===== src/rtl/scd_pkg.sv =====
// Package: register map, field positions and types of the serial channels
package scd_pkg;

	// ------------------------------------------------------------
	// Register addresses (byte addresses on the 20-bit CPU bus)
	// ------------------------------------------------------------
	localparam logic [19:0] ADDR_STATUS_CH0   = 20'hf0100;
	localparam logic [19:0] ADDR_STATUS_CH1   = 20'hf0102;
	localparam logic [19:0] ADDR_TRIGGER_CH0  = 20'hf0108;
	localparam logic [19:0] ADDR_TRIGGER_CH1  = 20'hf010a;
	localparam logic [19:0] ADDR_DATA_CH0     = 20'hfff10;
	localparam logic [19:0] ADDR_DIVIDER_CH0  = 20'hfff11;
	localparam logic [19:0] ADDR_DATA_CH1     = 20'hfff12;
	localparam logic [19:0] ADDR_DIVIDER_CH1  = 20'hfff13;

	// ------------------------------------------------------------
	// Reset values and field positions
	// ------------------------------------------------------------
	localparam logic [7:0] RESET_VALUE        = 8'h00;
	localparam int         BIT_OVERRUN        = 0;
	localparam int         BIT_PARITY         = 1;
	localparam int         BIT_FRAMING        = 2;
	localparam int         BIT_BUFFER_FULL    = 5;
	localparam int         BIT_IN_PROGRESS    = 6;
	localparam int         DIV_LSB            = 1;
	localparam int         DIV_WIDTH          = 7;
	localparam int         NUM_CHANNELS       = 2;
	// Only channel 1 has a framing error flag
	localparam logic [NUM_CHANNELS-1:0] HAS_FRAMING = 2'h2;

	// ------------------------------------------------------------
	// Types
	// ------------------------------------------------------------
	typedef enum logic [1:0]
	{
		CLK_IDLE     = 2'b00,
		CLK_INTERNAL = 2'b01,
		CLK_EXTERNAL = 2'b10
	} scd_clk_src_t;

	// CPU register access
	typedef struct packed
	{
		logic        rd;
		logic        wr;
		logic [19:0] addr;
		logic [7:0]  wdata;
	} scd_cpu_req_t;

	// Per-channel control from start/stop and mode logic
	typedef struct packed
	{
		logic operation_enable;
		logic stop_trigger;
		logic start_trigger;
		logic external_clock_select;
		logic transmit_enable;
		logic receive_enable;
	} scd_chan_ctrl_t;

	// Per-channel events from the shift register
	typedef struct packed
	{
		logic       comm_start;
		logic       comm_end;
		logic       suspend;
		logic       tx_taken;
		logic       rx_store;
		logic [7:0] rx_data;
		logic       rx_no_stop;
		logic       rx_parity_bad;
	} scd_shift_evt_t;

endpackage


===== src/rtl/scd_serial_regs.sv =====
// Data, divider, trigger and status registers of two serial channels
`timescale 1ns/100ps

module scd_serial_regs
#(
	parameter int NCH   = scd_pkg::NUM_CHANNELS,
	parameter int DIV_W = scd_pkg::DIV_WIDTH
)
(
	// Clock and reset
	input  wire logic                 i_core_clk,
	input  wire logic                 i_rst,
	// CPU register port
	input  scd_pkg::scd_cpu_req_t     i_cpu,
	output logic [7:0]                o_cpu_rdata,
	// Channel control and shift register events
	input  scd_pkg::scd_chan_ctrl_t   i_ctrl [NCH],
	input  scd_pkg::scd_shift_evt_t   i_evt  [NCH],
	input  wire logic [NCH-1:0]       i_serial_clock_pin,
	// Towards the shift registers
	output logic [NCH-1:0]            o_xfer_tick,
	output logic [NCH-1:0]            o_tx_valid,
	output logic [7:0]                o_tx_data [NCH],
	output logic [NCH-1:0]            o_busy
);

	// ------------------------------------------------------------
	// Address decode
	// ------------------------------------------------------------
	localparam logic [19:0] A_STAT [2] =
		'{scd_pkg::ADDR_STATUS_CH0, scd_pkg::ADDR_STATUS_CH1};
	localparam logic [19:0] A_TRIG [2] =
		'{scd_pkg::ADDR_TRIGGER_CH0, scd_pkg::ADDR_TRIGGER_CH1};
	localparam logic [19:0] A_DATA [2] =
		'{scd_pkg::ADDR_DATA_CH0, scd_pkg::ADDR_DATA_CH1};
	localparam logic [19:0] A_DIV  [2] =
		'{scd_pkg::ADDR_DIVIDER_CH0, scd_pkg::ADDR_DIVIDER_CH1};

	logic [7:0] rd_word [NCH];
	logic [7:0] status  [NCH];

	genvar ch;
	generate
		for (ch = 0; ch < NCH; ch++)
		begin : g_ch
			logic [7:0]       divider_q;
			logic [7:0]       data_q;
			logic [2:0]       trigger_q;
			logic             framing_q;
			logic             parity_q;
			logic             overrun_q;
			logic             full_q;
			logic             busy_q;
			logic             wr_div;
			logic             wr_data;
			logic             wr_trig;
			logic             rd_data;
			logic             rd_stat;
			logic             rd_div;
			logic             enabled;
			logic             stop_start;
			logic             rx_error;
			logic [2:0]       trig_bits;
			logic             set_full;
			logic             clr_full;
			logic             set_busy;
			logic             clr_busy;
			logic             set_fe;
			logic             set_pe;
			logic             set_ov;

			// ----------------------------------------------------
			// Channel control and address strobes
			// ----------------------------------------------------
			assign enabled    = i_ctrl[ch].operation_enable;
			assign stop_start = i_ctrl[ch].stop_trigger
				|| i_ctrl[ch].start_trigger;
			assign wr_div  = i_cpu.wr && (i_cpu.addr == A_DIV[ch]);
			assign wr_data = i_cpu.wr && (i_cpu.addr == A_DATA[ch]);
			assign wr_trig = i_cpu.wr && (i_cpu.addr == A_TRIG[ch]);
			assign rd_data = i_cpu.rd && (i_cpu.addr == A_DATA[ch]);
			assign rd_stat = i_cpu.rd && (i_cpu.addr == A_STAT[ch]);
			assign rd_div  = i_cpu.rd && (i_cpu.addr == A_DIV[ch]);

			// ----------------------------------------------------
			// Receive errors and trigger bits
			// ----------------------------------------------------
			// missing stop bit (framing channels only) or parity mismatch
			assign rx_error = (i_evt[ch].rx_no_stop
				&& scd_pkg::HAS_FRAMING[ch])
				|| i_evt[ch].rx_parity_bad;

			// Unused trigger bits are dropped, so stray ones do nothing
			assign trig_bits = {i_cpu.wdata[scd_pkg::BIT_FRAMING]
				&& scd_pkg::HAS_FRAMING[ch],
				i_cpu.wdata[scd_pkg::BIT_PARITY],
				i_cpu.wdata[scd_pkg::BIT_OVERRUN]};

			// ----------------------------------------------------
			// Divider register
			// ----------------------------------------------------
			// writes blocked while enabled
			always_ff @(posedge i_core_clk or posedge i_rst)
			begin
				if (i_rst)
					divider_q <= scd_pkg::RESET_VALUE;
				else if (wr_div && !enabled)
					divider_q <= i_cpu.wdata;
			end

			scd_clk_div
			#(
				.DIV_W (DIV_W)
			)
			u_div
			(
				.i_core_clk         (i_core_clk),
				.i_rst              (i_rst),
				.i_run              (enabled),
				.i_ext_sel          (i_ctrl[ch].external_clock_select),
				.i_divisor          (divider_q[scd_pkg::DIV_LSB +: DIV_W]),
				.i_serial_clock_pin (i_serial_clock_pin[ch]),
				.o_xfer_tick        (o_xfer_tick[ch])
			);

			// ----------------------------------------------------
			// Data buffer
			// ----------------------------------------------------
			// buffer between CPU and shifter
			always_ff @(posedge i_core_clk or posedge i_rst)
			begin
				if (i_rst)
					data_q <= scd_pkg::RESET_VALUE;
				else if (wr_data && enabled)
					data_q <= i_cpu.wdata;
				else if (i_evt[ch].rx_store && i_ctrl[ch].receive_enable)
					data_q <= i_evt[ch].rx_data;
			end

			assign o_tx_data[ch]  = data_q;
			assign o_tx_valid[ch] = full_q && i_ctrl[ch].transmit_enable;

			// ----------------------------------------------------
			// Buffer-full flag
			// ----------------------------------------------------
			// set events win over clears
			assign set_full = (wr_data && enabled
				&& i_ctrl[ch].transmit_enable)
				|| (i_evt[ch].rx_store && i_ctrl[ch].receive_enable)
				|| rx_error;
			assign clr_full = i_evt[ch].tx_taken || rd_data
				|| stop_start;

			always_ff @(posedge i_core_clk or posedge i_rst)
			begin
				if (i_rst)
					full_q <= 1'b0;
				else if (set_full)
					full_q <= 1'b1;
				else if (clr_full)
					full_q <= 1'b0;
			end

			// ----------------------------------------------------
			// Busy flag
			// ----------------------------------------------------
			// set on start, clear on stop/suspend/end
			assign set_busy = i_evt[ch].comm_start;
			assign clr_busy = i_ctrl[ch].stop_trigger || i_evt[ch].suspend
				|| i_evt[ch].comm_end;

			// Start wins, so a back-to-back frame keeps the flag up
			always_ff @(posedge i_core_clk or posedge i_rst)
			begin
				if (i_rst)
					busy_q <= 1'b0;
				else if (set_busy)
					busy_q <= 1'b1;
				else if (clr_busy)
					busy_q <= 1'b0;
			end

			assign o_busy[ch] = busy_q;

			// ----------------------------------------------------
			// Framing error flag
			// ----------------------------------------------------
			// missing stop bit, channel 1 only
			assign set_fe = i_evt[ch].rx_no_stop
				&& scd_pkg::HAS_FRAMING[ch];

			always_ff @(posedge i_core_clk or posedge i_rst)
			begin
				if (i_rst)
					framing_q <= 1'b0;
				else if (set_fe)
					framing_q <= 1'b1;
				else if (trigger_q[2])
					framing_q <= 1'b0;
			end

			// ----------------------------------------------------
			// Parity error flag
			// ----------------------------------------------------
			// parity mismatch
			assign set_pe = i_evt[ch].rx_parity_bad;

			always_ff @(posedge i_core_clk or posedge i_rst)
			begin
				if (i_rst)
					parity_q <= 1'b0;
				else if (set_pe)
					parity_q <= 1'b1;
				else if (trigger_q[1])
					parity_q <= 1'b0;
			end

			// ----------------------------------------------------
			// Overrun error flag
			// ----------------------------------------------------
			// write while full; a store while full sets it too, and overwrites the buffer only while receive_enable is set and no CPU write wins
			assign set_ov = full_q && ((wr_data && enabled)
				|| i_evt[ch].rx_store);

			always_ff @(posedge i_core_clk or posedge i_rst)
			begin
				if (i_rst)
					overrun_q <= 1'b0;
				else if (set_ov)
					overrun_q <= 1'b1;
				else if (trigger_q[0])
					overrun_q <= 1'b0;
			end

			// ----------------------------------------------------
			// Flag clear trigger
			// ----------------------------------------------------
			// self-clears after one cycle
			always_ff @(posedge i_core_clk or posedge i_rst)
			begin
				if (i_rst)
					trigger_q <= '0;
				else if (wr_trig)
					trigger_q <= trig_bits;
				else
					trigger_q <= '0;
			end

			// ----------------------------------------------------
			// Status word
			// ----------------------------------------------------
			// status layout
			always_comb
			begin
				status[ch] = 8'h00;
				status[ch][scd_pkg::BIT_IN_PROGRESS] = busy_q;
				status[ch][scd_pkg::BIT_BUFFER_FULL] = full_q;
				status[ch][scd_pkg::BIT_FRAMING]     = framing_q;
				status[ch][scd_pkg::BIT_PARITY]      = parity_q;
				status[ch][scd_pkg::BIT_OVERRUN]     = overrun_q;
			end

			// ----------------------------------------------------
			// Read select
			// ----------------------------------------------------
			// divider reads zero while enabled
			always_comb
			begin
				rd_word[ch] = 8'h00;
				if (rd_stat)
					rd_word[ch] = status[ch];
				else if (rd_data)
					rd_word[ch] = data_q;
				else if (rd_div && !enabled)
					rd_word[ch] = divider_q;
			end
		end
	endgenerate

	// ------------------------------------------------------------
	// Read data, registered one cycle after the strobe
	// ------------------------------------------------------------
	logic [7:0] rdata_q;

	always_ff @(posedge i_core_clk or posedge i_rst)
	begin
		if (i_rst)
			rdata_q <= 8'h00;
		else if (i_cpu.rd)
			rdata_q <= rd_word[0] | rd_word[1];
	end

	assign o_cpu_rdata = rdata_q;

endmodule


===== src/rtl/scd_clk_div.sv =====
// Transfer clock divider: one-cycle enable at f/(2*(N+1)), or on each pin rising edge when external clock is selected
`timescale 1ns/100ps

module scd_clk_div
#(
	parameter int DIV_W = 7
)
(
	// Clock and reset
	input  wire logic             i_core_clk,
	input  wire logic             i_rst,
	// Control
	input  wire logic             i_run,
	input  wire logic             i_ext_sel,
	input  wire logic [DIV_W-1:0] i_divisor,
	input  wire logic             i_serial_clock_pin,
	// Transfer clock enable
	output logic                  o_xfer_tick
);

	logic [DIV_W:0] count_q;
	logic           pin_q;
	logic           int_tick;
	logic           ext_tick;
	logic [DIV_W:0] last_count;

	// Counter runs 0 to 2N+1, so one tick every 2*(N+1) cycles
	assign last_count = {i_divisor, 1'b1};

	always_ff @(posedge i_core_clk or posedge i_rst)
	begin
		if (i_rst)
			count_q <= '0;
		else if (!i_run || i_ext_sel || int_tick)
			count_q <= '0;
		else
			count_q <= count_q + 1'b1;
	end

	assign int_tick = i_run && !i_ext_sel && (count_q == last_count);

	// Pin is synchronous; rising edge marks an external transfer clock
	always_ff @(posedge i_core_clk or posedge i_rst)
	begin
		if (i_rst)
			pin_q <= 1'b0;
		else
			pin_q <= i_serial_clock_pin;
	end

	assign ext_tick = i_run && i_ext_sel && i_serial_clock_pin && !pin_q;

	assign o_xfer_tick = int_tick || ext_tick;

endmodule


===== config.mk =====
export PLATFORM = sky130hd
export DESIGN_NAME = scd_serial_regs
export DESIGN_NICKNAME = d
export VERILOG_FILES = /design/src/rtl/scd_pkg.sv /design/src/rtl/scd_serial_regs.sv /design/src/rtl/scd_clk_div.sv
export SDC_FILE = /design/constraint.sdc
export NUM_CORES = 1
export LEC_CHECK = 0
export BUFFER_PORTS_ARGS = -buffer_cell sky130_fd_sc_hd__buf_2
export CAP_MARGIN = 25
export CELL_PAD_IN_SITES_DETAIL_PLACEMENT = 1
export CELL_PAD_IN_SITES_GLOBAL_PLACEMENT = 2
export CORE_MARGIN = 2
export CORE_UTILIZATION = 30
export CTS_BUF_LIST = sky130_fd_sc_hd__clkbuf_8
export CTS_CLUSTER_DIAMETER = 200
export DETAILED_ROUTE_END_ITERATION = 8
export PLACE_DENSITY = 0.78
export SYNTH_ARGS = -nofsm -noshare
export SYNTH_HDL_FRONTEND = slang
export SYNTH_SLANG_ARGS = --single-unit
export TNS_END_PERCENT = 30

===== constraint.sdc =====
create_clock -name i_core_clk -period 2.05 [get_ports i_core_clk]
set_input_delay 0.1025 -clock i_core_clk [delete_from_list [all_inputs] [get_ports i_core_clk]]
set_output_delay 0.1025 -clock i_core_clk [all_outputs]
set_load 0.05 [all_outputs]

## After elaboration in Yosys (flattened, before gate mapping)

Index checks and enable logic that the tools add are counted.
W data, S select, Z words.

- Word-level logic and storage cells: 141
- Flip-flop bits (word level): 72

- Eq/ne operators: 10
- Reductions and logical operators: 76
- Bitwise operators: 1
- Mux-type cells: 32
- Add/sub/neg operators: 2

Operators with widths:

| operator | number |
|---|---|
| $eq A20 B20 Y1 const B | 8 |
| $mux W8 | 12 |
| $logic_and A1 B1 Y1 | 36 |
| $logic_or A1 B1 Y1 | 23 |
| $reduce_bool A2 Y1 | 11 |
| $mux W1 | 18 |
| $add A8 B1 Y8 const B | 2 |
| $eq A8 B8 Y1 | 2 |
| $or A8 B8 Y8 | 1 |
| $logic_not A1 Y1 | 6 |
| $mux W3 | 1 |
| $mux W2 | 1 |

## Logic depth before layout (Yosys ltp)

Gate-level depths: netlist (run 1).

- Word-level depth: 7
- Depth in mapped cells: 7
- Gate-level depth less buffers: 5

## Cells and area by module

Synthesis (run 1) repeated with hierarchy kept, for this count alone.

- Cells, all modules: 365
- Area total of the unflattened synthesis: 3,773.6 um2

Modules (own cells, without submodules):

| module | times used | cells an instance | sequential area each (um2) | area each (um2) |
|---|---|---|---|---|
| scd_serial_regs | 1 | 267 | 1,351.3 | 2,787.7 |
| scd_clk_div | 2 | 49 | 225.2 | 493.0 |

## Least setup slack after synthesis (run 1)

OpenSTA, ideal clock, no wires.

- Kind: reg-to-reg
- From: register g_ch[1].data_q[5]
- To: register rdata_q[5] (netlist: o_cpu_rdata[5])
- Cell stages (with the launch flop): 6
- Arrival: 1.630 ns
- Library setup time: 0.127 ns
- Path slack: 0.293 ns
- Cell sequence: dfrtp_1 mux2_2 and3_1 a221o_1 a221oi_1 nor2_1

- Cells in the longest elaborated chain, start to end: 3

Ends and longest elaborated chain:

| item | RTL line | RTL |
|---|---|---|
| start: declaration | scd_serial_regs.sv:47 | `logic [7:0] data_q;` |
| start signal: assignment | scd_serial_regs.sv:133 | `data_q <= scd_pkg::RESET_VALUE;` |
| start signal: assignment | scd_serial_regs.sv:135 | `data_q <= i_cpu.wdata;` |
| start signal: assignment | scd_serial_regs.sv:137 | `data_q <= i_evt[ch].rx_data;` |
| $mux W8 | scd_serial_regs.sv:272 | `else if (rd_data)` |
| $mux W8 | scd_serial_regs.sv:270 | `if (rd_stat)` |
| $or A8 B8 Y8 | scd_serial_regs.sv:290 | `rdata_q <= rd_word[0] \| rd_word[1];` |
| end signal: assignment | scd_serial_regs.sv:290 |  |
| end: declaration | scd_serial_regs.sv:283 | `logic [7:0] rdata_q;` |

No other way between the ends.
A chain may end at the register's enable or synchronous reset.

## Worst setup path in the final report (run 1)

- From: register g_ch[1].u_div.count_q[1]
- To: output o_xfer_tick[1]

- Cells in the longest elaborated chain, start to end: 3

Ends and longest elaborated chain:

| item | RTL line | RTL |
|---|---|---|
| start: declaration | scd_clk_div.sv:21 | `logic [DIV_W:0] count_q;` |
| start signal: assignment | scd_clk_div.sv:37 | `count_q <= count_q + 1'b1;` |
| $eq A8 B8 Y1 | scd_clk_div.sv:40 | `assign int_tick = i_run && !i_ext_sel && (count_q == last_count);` |
| $logic_and A1 B1 Y1 | scd_clk_div.sv:40 |  |
| $logic_or A1 B1 Y1 | scd_clk_div.sv:53 | `assign o_xfer_tick = int_tick \|\| ext_tick;` |
| end: declaration | scd_serial_regs.sv:21 | `output logic [NCH-1:0] o_xfer_tick,` |

No other way between the ends.

==> results by group, run 1 <==
Power
  – PwrDens: slightly below 700 mW/mm^2
  – Sw power: 1020 uW
  – Net Sw Frac: 30.4%
  – VDD IR max: around 0.26 mV
  – Combinational share of power: roughly 18%
  – Leakage: ~0.0025 uW
  – Int Power: between 2000 and 2500 uW
  – Part of the power in registers: between 40% and 50%
  – Clock Power Share: about 36%

STA
  – RSZ-0062 raised after global routing: yes
  – Final Hold Viols: 0
  – Max frequency: around 510 MHz
  – Clock Skew: approximately 0.0095 ns
  – Final setup vio count: 0
  – Slew @ Worst Pin: just under 0.7 ns
  – Final Max Slew Viols: 0
  – Max-slew headroom: 53.9%
  – WHS: between 0.03 and 0.04 ns
  – Final min period: 1.97 ns
  – Post-route worst setup slack: 0.0830 ns
  – Tcrit/Tclk final: ~96%

Synthesis
  – Seq/Total Area, Yosys: between 40% and 50%
  – Proportion of synthesized area in mux cells: between 10 and 15%
  – Main combinational cell family by area after synthesis: simple AND/OR/NAND/NOR gates
  – Synth Area in XOR/XNOR: 6.12%
  – Synth Area in Adders: 0.673%
  – Yosys warns: 0
  – Cell variety after synth: between 50 and 60
  – Simple-gate portion of the synthesized area: a little under 20%
  – Ys async rst share: 100%
  – Syn Inst Count: 354
  – Net count after synthesis: roughly 430
  – Mapped Area: 0.00372 mm^2
  – Syn Area/Cell: about 11 um^2
  – Top_reg_cell synth: dfrtp_1
  – Synth Area in Compound Gates: ~10%
  – Number of flops mapped to enable cells by yosys: 0
  – Post-synthesis register bit count: between 70 and 80

Place
  – Hpwl dp: between 8000 and 9000 um
  – Post-Place Cells: around 620
  – Buffers on Ports: around 100
  – GPL Wtd Cong: between 0.7 and 0.8
  – Pre-CTS WS: approximately 0.16 ns
  – Placed instance area: 0.00444 mm^2

Setup path
  – Worst Path Arrival: approximately 1.9 ns
  – CP required: 1.95 ns
  – Critical Path Source Type: flip-flop
  – Setup crit start: g_ch[1].u_div.count_q[1]$_DFF_PP0_
  – CP max FO: 2
  – Crit path capture type: output pin
  – Critical path class: flip-flop to output pin
  – Reg2Reg Setup Slack: 0.41 ns
  – FF-to-FF Start: g_ch[0].data_q[5]$_DFFE_PP0P_
  – Worst R2R End: o_cpu_rdata[5]$_DFFE_PP0P_
  – Worst r2r path cells: 5

Clocking
  – Max clock buf depth: 2
  – Clk sinks: slightly above 70
  – # H-tree levels: 3
  – Clock buffer count from CTS: 9
  – Root Buffer Master: clkbuf_8
  – Clk slew on worst S/H paths: approximately 0.08 ns
  – TritonCTS clock tree: done
  – Latest clock arrival within the worst-skew pair: about 0.36 ns

Status
  – Status: completed

GRT
  – GRT Total Usage: between 15 and 20%
  – Global route total overflow: 0
  – Global-route wire length before repair: ~18000 um
  – Vias in the first global route: 3375
  – Initial antenna violation count: 0
  – Largest net degree at the start of global routing: 73

Die
  – Die height: roughly 120 um
  – Starting Density: a little under a third
  – Die X: about 120 um
  – Die Footprint: approximately 0.013 mm^2
  – Core area: around 0.012 mm^2
  – FP Rows: 40
  – IO Count: about 110

Min path
  – Hold EP: g_ch[0].full_q$_DFFE_PP0P_
  – Hold Path Stages: 3
  – Hold wc startpoint: i_evt[25]
  – Hold WC Path Type: primary input to flip-flop

Final layout
  – Area delta synth->final: 30.0%
  – Final instance area: 0.00483 mm^2
  – Nets: between 500 and 600
  – Most frequent cells in the layout: buf_2 (102), dfrtp_1 (72), nor2_1 (41)
  – Layout Cells excl Fill: 652
  – Antenna Cells: 0
  – Filler cells: 1382
  – Most common cell after layout, fill and taps aside: buf_2
  – Share of cells above drive strength 1: between 30% and 40%

Drt
  – Vias: about 3200
  – Residual DRC: 0
  – Initial detailed-routing violation count: 75
  – Routed WL per cell: 17.0 um
  – Drt total wl: ~11000 um
  – Pre-Repair DR Iteration Count: 4
  – Avg Vias per Cell: ~5
  – Final ANT Viol Nets: 0

Job
  – Max-cap violations: 0
[state kept, by name, indices dropped and copies added, names as in the netlist]
signal / cells
g_ch.data_q: 16
g_ch.divider_q: 16
g_ch.u_div.count_q: 16
o_cpu_rdata: 8
g_ch.trigger_q: 5
g_ch.busy_q: 2
g_ch.full_q: 2
g_ch.overrun_q: 2
g_ch.parity_q: 2
g_ch.u_div.pin_q: 2
g_ch.framing_q: 1
[what timing repair did]
item / in CTS / in global routing
pin swaps: 4 / 1
resized for setup: 4 / 2
setup buffers: 5 / 1
hold endpoints to repair: 83 / 0
hold buffers: 11 / 0
endpoints found under the setup margin: 2 / 2
[worst max-delay path by stage]
stage,endpoint,slack (ns),depth (start not counted)
after floorplan,g_ch[0].busy_q$_DFFE_PP0P_,0.12,1
after global placement,g_ch[1].data_q[3]$_DFFE_PP0P_,0.25,7
after detailed placement,g_ch[0].data_q[5]$_DFFE_PP0P_,0.16,7
after CTS,o_xfer_tick[1],-0.006,6
after global routing,o_xfer_tick[0],-0.07,6
final,o_xfer_tick[1],0.08,6
[logic make-up after synthesis]
family	Yosys count
compound gates	56
xor+xnor	26
fa+ha+maj	2
buf+inv	31
flops	72
mux	36
simple gates	131
[worst max-delay path, stage by stage (launching register included)]
cell and delay, ns:
dfrtp_1 0.40, xor2_1 0.18, nor4_2 0.28, nand4_1 0.16, o22ai_1 0.17, and2_1 0.16, buf_6 0.16
[final cells by class]
type	instances	area (um^2)	share of cell area [%]
clock buffer	12	165	3.42
clock inverter	4	51.3	1.06
inverter	17	63.8	1.32
multi-input combinational	251	1790	37.0
sequential	72	1800	37.3
tap	168	210	4.35
timing repair buffer	128	753	15.6
[synthesized netlist by cell type (4+ instances only)]
| cell type | count | area share [%] |
|---|---|---|
| nand4_1 | 7 | 1.2 |
| o21ai_0 | 7 | 0.94 |
| inv_1 | 17 | 1.7 |
| buf_4 | 5 | 1.0 |
| clkbuf_1 | 4 | 0.40 |
| nand2_1 | 16 | 1.6 |
| xnor2_1 | 9 | 2.1 |
| buf_2 | 5 | 0.67 |
| mux2_2 | 12 | 3.6 |
| nor3_1 | 4 | 0.54 |
| a21oi_1 | 21 | 2.8 |
| mux2_4 | 8 | 3.2 |
| nor2_1 | 41 | 4.1 |
| nand3b_1 | 6 | 1.2 |
| and4_1 | 4 | 0.94 |
| and3_1 | 8 | 1.3 |
| dfrtp_1 | 72 | 48 |
| xor2_1 | 17 | 4.0 |
| nand3_1 | 9 | 1.2 |
| mux2i_1 | 16 | 4.3 |
| and2_1 | 6 | 1.0 |
| nor4_1 | 7 | 1.2 |
[power by group through the flow]
stage | Clock [uW] | Sequential, uW | Combinational (uW)
after global routing | 1310 | 1550 | 655
after floorplan | 0 | 1730 | 199
final | 1220 | 1540 | 606
after detailed placement | 0 | 1570 | 591
after CTS | 1260 | 1540 | 614
after global placement | 0 | 1560 | 585
[per-stage QoR]
step	total power [uW]	utilization [%]	TNS (ns)
3_5_place_dp	2160	36.8	0
6_report	3360	40.1	0
4_1_cts	3410	39.9	-0.00603
2_1_floorplan	1930	-	0
3_3_place_gp	2150	36.8	0
5_1_grt	3510	40.1	-0.101
[routing by layer]
metal,part of all wire [%],vias up,GRT usage (%),routed length [um]
met2,47,91,28.5,5170
met5,0,-,0,0
met3,4.5,16,3.32,494
met1,47,1603,23.4,5190
met4,2.0,0,7.39,218
li1,-,1503,-,-
Note: power is estimated with default switching activity, not from simulation.
==> run 2: changes to the inputs <==
--- a/config.mk
+++ b/config.mk
@@ -10,11 +10,11 @@
 export CELL_PAD_IN_SITES_DETAIL_PLACEMENT = 1
 export CELL_PAD_IN_SITES_GLOBAL_PLACEMENT = 2
 export CORE_MARGIN = 2
-export CORE_UTILIZATION = 30
+export CORE_UTILIZATION = 33
 export CTS_BUF_LIST = sky130_fd_sc_hd__clkbuf_8
 export CTS_CLUSTER_DIAMETER = 200
 export DETAILED_ROUTE_END_ITERATION = 8
-export PLACE_DENSITY = 0.78
+export PLACE_DENSITY = 0.82
 export SYNTH_ARGS = -nofsm -noshare
 export SYNTH_HDL_FRONTEND = slang
 export SYNTH_SLANG_ARGS = --single-unit
==> constraint.sdc (replaced) <==
create_clock -name i_core_clk -period 2.17 [get_ports i_core_clk]
set_input_delay 0.1085 -clock i_core_clk [delete_from_list [all_inputs] [get_ports i_core_clk]]
set_output_delay 0.1085 -clock i_core_clk [all_outputs]
set_load 0.05 [all_outputs]
==> run 2 against run 1 <==
Count of clock-buffer cells in the layout is 1 lower. Final cell count is 5.1% lower. Worst hold slack worse by 0.0029 ns. Sequential share of layout area is 0.84 points higher. Power is 6.3% lower. Die area is 8.8% lower. Core utilization is 3.2 points higher. Clock skew is 0.0033 ns lower. Largest power group unchanged.
==> results by group, run 2 (synthesis results as in run 1) <==
Clocking
  – # H-tree levels: 3
  – Latest clock arrival within the worst-skew pair: 0.35 ns
  – Clk slew on worst S/H paths: roughly 0.080 ns
  – Clk sinks: between 70 and 80
  – Post-CTS Setup Repair Bufs: 0
  – TritonCTS clock tree: done
  – Clock buffer count from CTS: 9
  – Root Buffer Master: clkbuf_8
  – Max clock buf depth: 2

Final layout
  – Register area: approximately 0.0018 mm^2
  – Largest registers: g_ch.data_q: 16 flops, g_ch.divider_q: 16 flops, g_ch.u_div.count_q: 16 flops
  – Filler cells: 1276
  – Share of cells above drive strength 1: between 30 and 40%
  – Most common cell after layout, fill and taps aside: buf_2
  – Multi-input gate area: ~0.0018 mm^2
  – Most frequent cells in the layout: buf_2 (102), dfrtp_1 (71), nor2_1 (41)
  – Antenna Cells: 0
  – Nets: roughly 550
  – Area delta synth->final: 27.2%
  – Layout Cells excl Fill: approximately 620

Power
  – Int Power: 2170 uW
  – Net Sw Frac: between 30% and 40%
  – Leakage: 0.00242 uW
  – PwrDens: roughly 660 mW/mm^2
  – Combinational share of power: a little under a fifth
  – VDD IR max: between 0.3 and 0.4 mV
  – Part of the power in registers: 46.2%
  – Clock Power Share: between 30 and 40%
  – Sw power: roughly 970 uW

STA
  – Tcrit/Tclk final: 94.9%
  – Final min period: just over 2 ns
  – Fin Setup TNS: 0 ns
  – Max-slew headroom: about three fifths
  – Final Max Slew Viols: 0
  – RSZ-0062 raised after global routing: no
  – Clock Skew: between 0.006 and 0.007 ns
  – Post-route worst setup slack: 0.111 ns
  – Final setup vio count: 0
  – Final Hold Viols: 0
  – Max frequency: ~490 MHz
  – Slew @ Worst Pin: 0.618 ns

Die
  – Die Footprint: around 0.012 mm^2
  – IO Count: ~110
  – Die X: 110 um
  – Core area: between 0.01 and 0.015 mm^2
  – Die height: around 110 um
  – Starting Density: approximately a third
  – FP Rows: 38

Setup path
  – Crit-path cells: xor2_1 -> nor4_1 -> nand4_1 -> o22ai_1 -> and2_1 -> buf_4
  – Top delay family on crit path: simple AND/OR/NAND/NOR gates
  – Critical path class: flip-flop to output pin
  – CP max FO: 4
  – Critical Path Source Type: flip-flop
  – Slowest cell on the critical path: dfrtp_2
  – Worst path bufs/invs: 1
  – Worst Path Arrival: 1.95 ns
  – CP required: 2.06 ns
  – Crit path largest cell delay: between 0.4 and 0.5 ns
  – Crit path capture type: output pin

GRT
  – Vias in the first global route: 3386
  – Global route total overflow: 0
  – Grt met3 use: under 10%
  – Initial antenna violation count: 0
  – GRT Max-Usage Layer: met2
  – GRT met2 Usage: a little under a third
  – Largest net degree at the start of global routing: 30
  – Global-route wire length before repair: 17700 um
  – M1 GR Usage: a little over a quarter
  – GRT Total Usage: 19.5%

Place
  – Pre-CTS WS: 0.350 ns
  – GPL Wtd Cong: 0.793
  – Post-Place Cells: between 500 and 600
  – Hpwl dp: 8620 um
  – Buffers on Ports: roughly 100

Job
  – Max-cap violations: 0

Status
  – Status: completed

Drt
  – Drt total wl: about 11000 um
  – Pre-Repair DR Iteration Count: 4
  – Final ANT Viol Nets: 0
  – Avg Vias per Cell: between 5 and 6
  – Routed WL per cell: between 15 and 20 um
  – Residual DRC: 0
  – Vias: between 3000 and 4000
  – Initial detailed-routing violation count: 130

Min path
  – Hold WC Path Type: primary input to flip-flop
## run 2: changes by cell type in the layout (fill, tap and decap cells not counted)
cell and change:
dfrtp_1 -1, dfrtp_2 +1, dlygate4sd3_1 -1, clkinv_2 +1, clkinvlp_4 +1, buf_4 -2, clkinv_4 -1, nor4_2 -2
nor4_1 +2, buf_6 -2, clkbuf_8 -1
## run 2: timing repair
action | 4_1_cts | 5_1_grt
hold buffers | 10 | 0
pin swaps | 0 | 2
hold endpoints to repair | 30 | 0
gates resized for setup | 1 | 3
setup endpoints to repair | 1 | 2
## run 2: layer usage
layer / vias up / share of wire [%] / routed length, um
met5: - / 0 / 0
met4: 0 / 1.2 / 133
met3: 10 / 4.4 / 482
met2: 78 / 48 / 5280
met1: 1592 / 47 / 5160
li1: 1495 / - / -
## run 2: worst paths after layout
path | depth (start not counted) | end | start | slack (ns)
min in group asynchronous | 3 | g_ch[1].full_q$_DFFE_PP0P_ | i_rst | 0.35
worst min register to register | 1 | g_ch[0].overrun_q$_DFFE_PP0P_ | g_ch[0].trigger_q[0]$_DFF_PP0_ | 0.43
worst max register to register | 5 | o_cpu_rdata[5]$_DFFE_PP0P_ | g_ch[0].data_q[5]$_DFFE_PP0P_ | 0.49
max in group asynchronous | 4 | g_ch[0].data_q[0]$_DFFE_PP0P_ | i_rst | 1.17
worst max-delay path | 6 | o_xfer_tick[1] | g_ch[1].u_div.count_q[4]$_DFF_PP0_ | 0.11
worst min-delay path | 3 | g_ch[0].full_q$_DFFE_PP0P_ | i_ctrl[6] | 0.03
## run 2: metrics by stage
stage / util, % / hold slack [ns] / power (uW) / cell area [um^2]
floorplan: - / 0.140 / 1820 / 3720
global placement: 40.4 / 0.194 / 2030 / 4420
detailed placement: 40.4 / 0.196 / 2040 / 4420
CTS: 43.2 / 0.0189 / 3180 / 4730
global route: 43.2 / 0.0391 / 3280 / 4730
finish: 43.2 / 0.0314 / 3140 / 4730
## run 2: worst min-delay path, delay by kind of cell
family	cells	cell delay (ns)
buf+inv	1	0.09
compound gates	2	0.14
## run 2: final cells by class
type / count / share of cell area (%)
sequential: 72 / 38.1
multi-input combinational: 251 / 37.5
timing repair buffer: 123 / 14.9
tap: 140 / 3.70
clock buffer: 11 / 3.20
inverter: 17 / 1.35
clock inverter: 5 / 1.16
## run 2: power groups by stage
| stage | registers, uW | logic (uW) | clock network, uW |
|---|---|---|---|
| 2_1_floorplan | 1630 | 188 | 0 |
| 3_3_place_gp | 1480 | 553 | 0 |
| 3_5_place_dp | 1480 | 563 | 0 |
| 4_1_cts | 1450 | 580 | 1150 |
| 5_1_grt | 1460 | 620 | 1200 |
| 6_report | 1450 | 573 | 1120 |
